### src/logic/ipr_pkg.sv
package ipr_pkg;

    // ****************************************************************
    // Register offsets (byte addresses on the plain register port)
    // ****************************************************************
    localparam logic [3:0] OFS_PIN_INPUT_STATUS = 4'h0;
    localparam logic [3:0] OFS_DEBOUNCE_ENABLE = 4'h1;
    localparam logic [3:0] OFS_EDGE_SELECT = 4'h2;
    localparam logic [3:0] OFS_PULLUP_ENABLE = 4'h3;
    localparam logic [3:0] OFS_RESET_CONFIG_LOW = 4'h4;
    localparam logic [3:0] OFS_RESET_CONFIG_HIGH = 4'h5;
    localparam logic [3:0] OFS_SYSTEM_MISC = 4'h6;
    localparam logic [3:0] OFS_SYSTEM_CLOCK = 4'h7;

    // ****************************************************************
    // Field positions in system_misc_config / system_clock_config
    // ****************************************************************
    localparam int MISC_FAST_DEBOUNCE_BIT = 0;
    localparam int MISC_RC_FROM_PIN_BIT = 1;
    localparam int CLK_RC_ENABLE_BIT = 0;

    // ****************************************************************
    // Reset values
    // ****************************************************************
    localparam logic [7:0] DEBOUNCE_RESET = 8'h00;
    localparam logic [7:0] EDGE_RESET = 8'h00;
    localparam logic [7:0] PULLUP_RESET = 8'h00;
    localparam logic [7:0] RESCFG_RESET = 8'h00;
    localparam logic [7:0] MISC_RESET = 8'h00;
    localparam logic [7:0] CLOCK_RESET = 8'h00;
    localparam logic [7:0] UNMAPPED_READ = 8'h00;

    // ****************************************************************
    // Interrupt and event routing masks
    // ****************************************************************
    localparam logic [7:0] MID_IRQ_MASK = 8'h33;
    localparam logic [7:0] LOW_IRQ_MASK = 8'hcc;
    localparam int EVT_PIN0_POS = 0;
    localparam int EVT_PIN1_POS = 4;

    // ****************************************************************
    // Timing
    // ****************************************************************
    localparam int CLK_SYS_HZ = 10000000;
    localparam int DEB_SLOW_HZ = 256;
    localparam int DEB_FAST_HZ = 8000;
    localparam int DEB_SLOW_CYCLES = CLK_SYS_HZ / DEB_SLOW_HZ;
    localparam int DEB_FAST_CYCLES = CLK_SYS_HZ / DEB_FAST_HZ;

    typedef struct packed {
        logic [7:0] pin_state;
        logic [7:0] pin_irq;
    } ipr_pin_view_s;

endpackage

### src/logic/ipr_debounce_tick.sv
`timescale 1ns/1ps

// ********************************************************************
// Debounce sample enable divider
// ********************************************************************
module ipr_debounce_tick #(
    parameter int SLOW_CYCLES = ipr_pkg::DEB_SLOW_CYCLES,
    parameter int FAST_CYCLES = ipr_pkg::DEB_FAST_CYCLES
) (
    input wire logic clk_sys,
    input wire logic rstn,
    input wire logic fast_debounce_select,
    output logic tick
);
    logic [15:0] cnt_reg;
    logic [15:0] cnt_next;
    logic tick_next;
    logic tick_reg;
    logic [15:0] limit;

    always_comb begin
        limit = fast_debounce_select ? 16'(FAST_CYCLES - 1) : 16'(SLOW_CYCLES - 1);
        if (cnt_reg >= limit) begin
            cnt_next = 16'h0000;
            tick_next = 1'b1;
        end else begin
            cnt_next = cnt_reg + 16'h0001;
            tick_next = 1'b0;
        end
    end

    always_ff @(posedge clk_sys or negedge rstn) begin
        if (!rstn) begin
            cnt_reg <= 16'h0000;
            tick_reg <= 1'b0;
        end else begin
            cnt_reg <= cnt_next;
            tick_reg <= tick_next;
        end
    end

    assign tick = tick_reg;
endmodule

### src/logic/ipr_pin_filter.sv
`timescale 1ns/1ps

// ********************************************************************
// Per-pin synchroniser, debouncer and edge detector
// ********************************************************************
module ipr_pin_filter (
    input wire logic clk_sys,
    input wire logic rstn,
    input wire logic pin_async,
    input wire logic sample_tick,
    input wire logic debounce_en,
    input wire logic edge_negative,
    output logic pin_state,
    output logic pin_irq
);
    logic s1_reg;
    logic s2_reg;
    logic s3_reg;
    logic clean_reg;
    logic clean_next;
    logic samp_reg;
    logic samp_next;
    logic deb_reg;
    logic deb_next;
    logic pol_reg;
    logic pol_next;
    logic irq_reg;
    logic irq_next;
    logic sel;

    always_comb begin
        // Stage 2 and 3 must agree before the level is trusted
        clean_next = (s2_reg == s3_reg) ? s3_reg : clean_reg;
        samp_next = samp_reg;
        deb_next = deb_reg;
        if (sample_tick) begin
            samp_next = clean_reg;
            if (samp_reg == clean_reg) begin
                deb_next = clean_reg;
            end
        end
        sel = debounce_en ? deb_reg : clean_reg;
        // Polarity first, then rising detect: an edge-select write may fire
        pol_next = sel ^ edge_negative;
        irq_next = pol_next & ~pol_reg;
    end

    always_ff @(posedge clk_sys or negedge rstn) begin
        if (!rstn) begin
            s1_reg <= 1'b0;
            s2_reg <= 1'b0;
            s3_reg <= 1'b0;
            clean_reg <= 1'b0;
            samp_reg <= 1'b0;
            deb_reg <= 1'b0;
            pol_reg <= 1'b0;
            irq_reg <= 1'b0;
        end else begin
            s1_reg <= pin_async;
            s2_reg <= s1_reg;
            s3_reg <= s2_reg;
            clean_reg <= clean_next;
            samp_reg <= samp_next;
            deb_reg <= deb_next;
            pol_reg <= pol_next;
            irq_reg <= irq_next;
        end
    end

    assign pin_state = sel;
    assign pin_irq = irq_reg;
endmodule

### src/logic/ipr_input_port.sv
// Added by the designer: strobed register access and the address map.
`timescale 1ns/1ps

// Contract
// - Pins 0,1,4,5 mid; 2,3,6,7 low irq
// - Pin0 irq to event 0, pin1 event 4
// - Read inputs, debounced where enabled
// - Per-pin debounce enables, cleared at reset
// - Accept value after two equal samples
// - Sample clock 256 Hz or 8 kHz
// - Pull-up per bit, off at start
// - Irq on rising or falling edge
// - Edge select resets to rising
// - Debounced pins use debounced value for irq
// - Edge detect after polarity applied
// - Pins 0-3 feed counter clocks
// - Port reset is AND of terms
// - Config pair selects 0, pin, not pin, 1
// - All ones in both: software reset
// - Pin0 high with option sets rc enable
// - Edge bit 0 positive, 1 negative
// - Status register returns pins, bit7 pin7
module ipr_input_port #(
    parameter int PINS = 8,
    parameter int SLOW_CYCLES = ipr_pkg::DEB_SLOW_CYCLES,
    parameter int FAST_CYCLES = ipr_pkg::DEB_FAST_CYCLES
) (
    input wire logic clk_sys,
    input wire logic rstn,
    input wire logic [PINS-1:0] input_pins,
    input wire logic [3:0] reg_addr,
    input wire logic [7:0] reg_wdata,
    input wire logic reg_wr,
    input wire logic reg_rd,
    output logic [7:0] reg_rdata,
    output logic [PINS-1:0] pullup_enable_bits,
    output logic [PINS-1:0] pin_irq_lines,
    output logic [PINS-1:0] mid_priority_irq_flags,
    output logic [PINS-1:0] low_priority_irq_flags,
    output logic [7:0] event_flags,
    output logic [3:0] counter_clock_images,
    output logic port_reset_request,
    output logic rc_oscillator_enable
);

    // ****************************************************************
    // Register file
    // ****************************************************************
    logic [7:0] debounce_enable_bits_reg;
    logic [7:0] debounce_enable_bits_next;
    logic [7:0] edge_select_bits_reg;
    logic [7:0] edge_select_bits_next;
    logic [7:0] pullup_reg;
    logic [7:0] pullup_next;
    logic [7:0] reset_config_low_reg;
    logic [7:0] reset_config_low_next;
    logic [7:0] reset_config_high_reg;
    logic [7:0] reset_config_high_next;
    logic [7:0] system_misc_config_reg;
    logic [7:0] system_misc_config_next;
    logic rc_en_reg;
    logic rc_en_next;
    logic [7:0] rdata_reg;
    logic [7:0] rdata_next;
    logic rst_req_reg;
    logic rst_req_next;

    ipr_pkg::ipr_pin_view_s view;
    logic [7:0] pin_status;
    logic [7:0] pin_reset_term;
    logic sample_tick;

    function automatic logic hit(input logic [3:0] a, input logic [3:0] ofs);
        hit = (a == ofs);
    endfunction

    always_comb begin
        pin_status = 8'h00;
        pin_status[PINS-1:0] = view.pin_state[PINS-1:0];
    end

    always_comb begin
        debounce_enable_bits_next = debounce_enable_bits_reg;
        edge_select_bits_next = edge_select_bits_reg;
        pullup_next = pullup_reg;
        reset_config_low_next = reset_config_low_reg;
        reset_config_high_next = reset_config_high_reg;
        system_misc_config_next = system_misc_config_reg;
        rc_en_next = rc_en_reg;
        if (reg_wr) begin
            if (hit(reg_addr, ipr_pkg::OFS_DEBOUNCE_ENABLE)) begin
                debounce_enable_bits_next = reg_wdata;
            end
            if (hit(reg_addr, ipr_pkg::OFS_EDGE_SELECT)) begin
                edge_select_bits_next = reg_wdata;
            end
            if (hit(reg_addr, ipr_pkg::OFS_PULLUP_ENABLE)) begin
                pullup_next = reg_wdata;
            end
            if (hit(reg_addr, ipr_pkg::OFS_RESET_CONFIG_LOW)) begin
                reset_config_low_next = reg_wdata;
            end
            if (hit(reg_addr, ipr_pkg::OFS_RESET_CONFIG_HIGH)) begin
                reset_config_high_next = reg_wdata;
            end
            if (hit(reg_addr, ipr_pkg::OFS_SYSTEM_MISC)) begin
                system_misc_config_next = reg_wdata;
            end
            if (hit(reg_addr, ipr_pkg::OFS_SYSTEM_CLOCK)) begin
                rc_en_next = reg_wdata[ipr_pkg::CLK_RC_ENABLE_BIT];
            end
        end
        // Hardware set wins over a software clear in the same cycle
        if (system_misc_config_reg[ipr_pkg::MISC_RC_FROM_PIN_BIT] && pin_status[0]) begin
            rc_en_next = 1'b1;
        end
    end

    always_comb begin
        rdata_next = ipr_pkg::UNMAPPED_READ;
        if (reg_rd) begin
            case (reg_addr)
                ipr_pkg::OFS_PIN_INPUT_STATUS: rdata_next = pin_status;
                ipr_pkg::OFS_DEBOUNCE_ENABLE: rdata_next = debounce_enable_bits_reg;
                ipr_pkg::OFS_EDGE_SELECT: rdata_next = edge_select_bits_reg;
                ipr_pkg::OFS_PULLUP_ENABLE: rdata_next = pullup_reg;
                ipr_pkg::OFS_RESET_CONFIG_LOW: rdata_next = reset_config_low_reg;
                ipr_pkg::OFS_RESET_CONFIG_HIGH: rdata_next = reset_config_high_reg;
                ipr_pkg::OFS_SYSTEM_MISC: rdata_next = system_misc_config_reg;
                ipr_pkg::OFS_SYSTEM_CLOCK: rdata_next = {7'h00, rc_en_reg};
                default: rdata_next = ipr_pkg::UNMAPPED_READ;
            endcase
        end
    end

    always_ff @(posedge clk_sys or negedge rstn) begin
        if (!rstn) begin
            debounce_enable_bits_reg <= ipr_pkg::DEBOUNCE_RESET;
            edge_select_bits_reg <= ipr_pkg::EDGE_RESET;
            pullup_reg <= ipr_pkg::PULLUP_RESET;
            reset_config_low_reg <= ipr_pkg::RESCFG_RESET;
            reset_config_high_reg <= ipr_pkg::RESCFG_RESET;
            system_misc_config_reg <= ipr_pkg::MISC_RESET;
            rc_en_reg <= ipr_pkg::CLOCK_RESET[ipr_pkg::CLK_RC_ENABLE_BIT];
            rdata_reg <= 8'h00;
        end else begin
            debounce_enable_bits_reg <= debounce_enable_bits_next;
            edge_select_bits_reg <= edge_select_bits_next;
            pullup_reg <= pullup_next;
            reset_config_low_reg <= reset_config_low_next;
            reset_config_high_reg <= reset_config_high_next;
            system_misc_config_reg <= system_misc_config_next;
            rc_en_reg <= rc_en_next;
            rdata_reg <= rdata_next;
        end
    end

    // ****************************************************************
    // Pin pipelines
    // ****************************************************************
    ipr_debounce_tick #(
        .SLOW_CYCLES(SLOW_CYCLES),
        .FAST_CYCLES(FAST_CYCLES)
    ) u_tick (
        .clk_sys(clk_sys),
        .rstn(rstn),
        .fast_debounce_select(system_misc_config_reg[ipr_pkg::MISC_FAST_DEBOUNCE_BIT]),
        .tick(sample_tick)
    );

    generate
        for (genvar i = 0; i < PINS; i++) begin : g_pin
            ipr_pin_filter u_pin (
                .clk_sys(clk_sys),
                .rstn(rstn),
                .pin_async(input_pins[i]),
                .sample_tick(sample_tick),
                .debounce_en(debounce_enable_bits_reg[i]),
                .edge_negative(edge_select_bits_reg[i]),
                .pin_state(view.pin_state[i]),
                .pin_irq(view.pin_irq[i])
            );
        end
        for (genvar j = PINS; j < 8; j++) begin : g_pad
            assign view.pin_state[j] = 1'b0;
            assign view.pin_irq[j] = 1'b0;
        end
    endgenerate

    // ****************************************************************
    // Port reset: AND of per-pin terms
    // ****************************************************************
    generate
        for (genvar k = 0; k < 8; k++) begin : g_term
            always_comb begin
                // Pair 11 forces 1, so both registers at all ones resets outright
                case ({reset_config_high_reg[k], reset_config_low_reg[k]})
                    2'b00: pin_reset_term[k] = 1'b0;
                    2'b01: pin_reset_term[k] = pin_status[k];
                    2'b10: pin_reset_term[k] = ~pin_status[k];
                    default: pin_reset_term[k] = 1'b1;
                endcase
            end
        end
    endgenerate

    // Registered so a decode glitch while config is rewritten cannot pulse reset
    always_comb begin
        rst_req_next = &pin_reset_term;
    end

    always_ff @(posedge clk_sys or negedge rstn) begin
        if (!rstn) begin
            rst_req_reg <= 1'b0;
        end else begin
            rst_req_reg <= rst_req_next;
        end
    end

    // ****************************************************************
    // Outputs
    // ****************************************************************
    assign reg_rdata = rdata_reg;
    assign pullup_enable_bits = pullup_reg[PINS-1:0];
    assign pin_irq_lines = view.pin_irq[PINS-1:0];
    assign mid_priority_irq_flags = view.pin_irq[PINS-1:0] & ipr_pkg::MID_IRQ_MASK[PINS-1:0];
    assign low_priority_irq_flags = view.pin_irq[PINS-1:0] & ipr_pkg::LOW_IRQ_MASK[PINS-1:0];

    always_comb begin
        event_flags = 8'h00;
        event_flags[ipr_pkg::EVT_PIN0_POS] = view.pin_irq[0];
        event_flags[ipr_pkg::EVT_PIN1_POS] = view.pin_irq[1];
    end

    assign counter_clock_images = pin_status[3:0];
    assign port_reset_request = rst_req_reg;
    assign rc_oscillator_enable = rc_en_reg;

endmodule

### config.mk
export PLATFORM = sky130hd
export DESIGN_NAME = ipr_input_port
export DESIGN_NICKNAME = d
export VERILOG_FILES = /design/src/logic/ipr_pkg.sv /design/src/logic/ipr_debounce_tick.sv /design/src/logic/ipr_pin_filter.sv /design/src/logic/ipr_input_port.sv
export SDC_FILE = /design/constraint.sdc
export NUM_CORES = 1
export LEC_CHECK = 0
export ABC_AREA = 1
export BUFFER_PORTS_ARGS = -buffer_cell sky130_fd_sc_hd__clkbuf_2
export CELL_PAD_IN_SITES_DETAIL_PLACEMENT = 1
export CELL_PAD_IN_SITES_GLOBAL_PLACEMENT = 1
export CORE_MARGIN = 2
export CORE_UTILIZATION = 40
export CTS_CLUSTER_DIAMETER = 100
export DETAILED_ROUTE_END_ITERATION = 6
export PLACE_DENSITY_LB_ADDON = 0.1
export SLEW_MARGIN = 20
export SYNTH_ARGS = -nofsm -noshare
export SYNTH_HDL_FRONTEND = slang
export SYNTH_SLANG_ARGS = --single-unit
### constraint.sdc
create_clock -name clk_sys -period 1.9 [get_ports clk_sys]
set_input_delay 0.095 -clock clk_sys [delete_from_list [all_inputs] [get_ports clk_sys]]
set_output_delay 0.095 -clock clk_sys [all_outputs]
set_load 0.02 [all_outputs]
==> metrics.md <==
| Metric | Value |
|---|---|
| Crit path required time | `2.20 ns` |
| Commonest non-fill, non-tap cell in the layout | `nand2_1` |
| Via density per instance | `4.86` |
| Syn-to-layout area delta | `16.8%` |
| Critical Path AT | `2.05 ns` |
| Combinational family with the most area after synthesis | `simple AND/OR/NAND/NOR gates` |
| Simple-gate area share of the yosys netlist | `0.241` |
| R2R setup slack | `0.15 ns` |
| Number of synthesized flops with an enable pin | `0` |
| Mapped Cells | `734` |
| CP Launch Type | `flip-flop` |
| Core area | `15900 um^2` |
| Pwr per Cell Area | `1120 nW/um^2` |
| Pwr Total | `8480 uW` |
| Worst r2r src | `system_misc_config_reg[0]` |
| Number of global-route vias before repair | `5386` |
| Tcrit/Tclk final | `0.920` |
| Synth Area in XOR/XNOR | `0.0175` |
| N_diodes | `0` |
| CTS H-tree lvls | `4` |
| CP Class | `flip-flop to flip-flop` |
| Final Hold Fails | `0` |
| Die Span Y | `132 um` |
| Total CTS buffers | `17` |
| Area of the die | `17300 um^2` |
| GPL Wtd Cong | `0.846` |
| Crit path max-delay family | `simple AND/OR/NAND/NOR gates` |
| Post-synthesis sequential area ratio | `0.534` |
| Grt total ovfl | `0` |
| Peak VDD IR | `0.576 mV` |
| Setup_tns | `0 ns` |
| Placed cell area | `6860 um^2` |
| Fin crit period | `1.75 ns` |
| Post-synthesis cell type count | `31` |
| CP endpoint kind | `flip-flop` |
| Slew @ Worst Pin | `0.560 ns` |
| Status | `complete, no violations` |
| Fillers | `1899` |
| CP peak stage delay | `0.45 ns` |
| DRC violations left | `0` |
| Crit path top cell by count | `nand2_1` |
| Static Leak | `0.00385 uW` |
| Critical-path maximum fanout | `9` |
| DRT antenna net count | `0` |
| Worst-case hold path end point | `edge_select_bits_reg[3]` |
| Max cap viols | `0` |
| FF-to-FF path depth | `9` |
| CTS Buffer Depth | `2` |
| Synth Flop Type | `dfrtp_1` |
| Mapped Area | `6510 um^2` |
| Gr usage total | `0.197` |
| Compound-Gate Fraction of Synth Area | `0.0713` |
| Avg Cell Area, Syn | `8.87 um^2` |
| IO Port Bufs | `63` |
| Crit-path slowest cell | `dfrtp_2` |
| Nets | `837` |
| Commonest non-fill, non-tap cells in the layout | `nand2_1 (203), dfrtp_1 (138), nor2_1 (80)` |
| 1st-iter DRT viols | `299` |
| Hold Path Class | `primary input to flip-flop` |
| Hold_sp | `reg_wdata[3]` |
| Routed wire per std cell | `15.6 um` |
| Vias | `5009` |
| Post-DP HPWL | `11.6 mm` |
| RR Endpoint | `u_tick.cnt_reg[8]` |
| Slew margin rel. | `0.626` |
| Fin Clk Skew | `0.00924 ns` |
| Fmax | `0.572 GHz` |
| Die Wd | `132 um` |
| Synth Register Bits | `139` |
| Final instance area | `7600 um^2` |
| First-pass iteration count of the detailed router | `4` |
| Final setup fails | `0` |
| First-pass GRT wire length | `27.2 mm` |
| Hold depth | `3` |
| Initial antenna violation count | `0` |
| Clock sinks | `139` |
| RSZ-0062 raised after global routing | `false` |
| Pin count of the biggest net entering global routing | `53` |
| Row cnt | `46` |
| Clk_lat worst skew | `0.42 ns` |
| Layout cells sized above 1 | `0.165` |
| IO Pins | `78` |
| Clock Pin Slew Worst Setup and Hold Paths | `0.06 ns` |
| Post-Synth Adder-Cell Area | `0.0334` |
| Clock root buffer | `clkbuf_16` |
| WP buf/inv | `2` |
| Max reg flops | `16` |
| Routed wire length | `16.0 mm` |
| Mux share of post-synthesis cell area | `0` |
| CTS tree | `done` |
| Slew Viols, Final | `0` |
| Ys Warns | `0` |
| Initial Utilization | `0.410` |
| Worst path cell trace | `buf_4 > ha_1 > nand2_1 > nor2_1 > and2_1 > nand2_1 > nand2_1 > buf_4 > nor2_1` |
| Fraction of registers with async set/reset | `1.00` |
worst reg2reg max path: cells and delay by family, from the launching register on:
family	cells	cell delay (ns)
buf+inv	2	0.33
flops	1	0.45
fa+ha+maj	1	0.27
simple gates	6	0.58
layout make-up:
class	instances	area [um^2]	share of cell area
multi-input combinational	489	2420	0.318
tap	216	270	0.0356
clock inverter	9	136	0.0179
clock buffer	22	494	0.0650
timing repair buffer	87	549	0.0723
sequential	139	3480	0.458
inverter	68	255	0.0336
per-layer routing:
metal	track usage	share of wire	vias to the layer above
met4	0.0556	0.012	0
li1	-	-	2423
met1	0.253	0.46	2473
met5	0	0	-
met2	0.335	0.49	94
met3	0.0424	0.032	19
synthesized netlist by cell type, types with 3 or more instances:
cell type,count,area (um^2)
nand2_1,203,762
dfrtp_1,139,3480
nor2_1,80,300
inv_1,66,248
nand3_1,48,240
o21ai_1,42,210
buf_4,37,278
o21ai_0,21,105
a21oi_1,13,65.1
ha_1,11,138
buf_6,10,113
xnor2_1,10,87.6
maj3_1,8,80.1
o21ai_2,7,61.3
nand3_4,6,105
nand3b_1,5,37.5
nor2_4,4,45.0
buf_2,3,15.0
nand3_2,3,30.0
xor2_1,3,26.3
per-stage QoR:
step	instances	setup WS [ns]	util	hold WS [ns]
after floorplan	747	0.282	-	-0.201
after global placement	987	0.266	0.432	0.0917
after detailed placement	987	0.122	0.432	0.100
after CTS	1027	0.0578	0.477	0.0316
after global routing	1030	0.0230	0.478	0.0698
final	1030	0.151	0.478	0.0453
repair_timing:
item	4_1_cts	5_1_grt
endpoints found under the hold margin	57	0
hold buffers	9	0
endpoints found under the setup margin	0	17
setup buffers	0	3
resized for setup	0	1
worst max path at each step:
| stage | from | endpoint | slack (ns) | depth (start not counted) |
|---|---|---|---|---|
| after floorplan | system_misc_config_reg[0] | u_tick.cnt_reg[8] | 0.28 | 9 |
| after global placement | system_misc_config_reg[0] | u_tick.cnt_reg[7] | 0.27 | 10 |
| after detailed placement | system_misc_config_reg[0] | u_tick.cnt_reg[8] | 0.12 | 10 |
| after CTS | system_misc_config_reg[0] | u_tick.cnt_reg[4] | 0.06 | 10 |
| after global routing | system_misc_config_reg[0] | u_tick.cnt_reg[4] | 0.02 | 10 |
| final | system_misc_config_reg[0] | u_tick.cnt_reg[8] | 0.15 | 9 |
where the power goes:
part	switching [uW]	internal [uW]
sequential	285	3340
clock	1280	2240
combinational	866	468
cells by family (layout without fill, tap and decap cells):
| family | Yosys count | in the layout |
|---|---|---|
| simple gates | 357 | 357 |
| flops | 139 | 139 |
| buf+inv | 119 | 186 |
| compound gates | 86 | 86 |
| fa+ha+maj | 19 | 19 |
| xor+xnor | 13 | 13 |
| other cells | 1 | 14 |
Note: power is estimated with default switching activity, not from simulation.
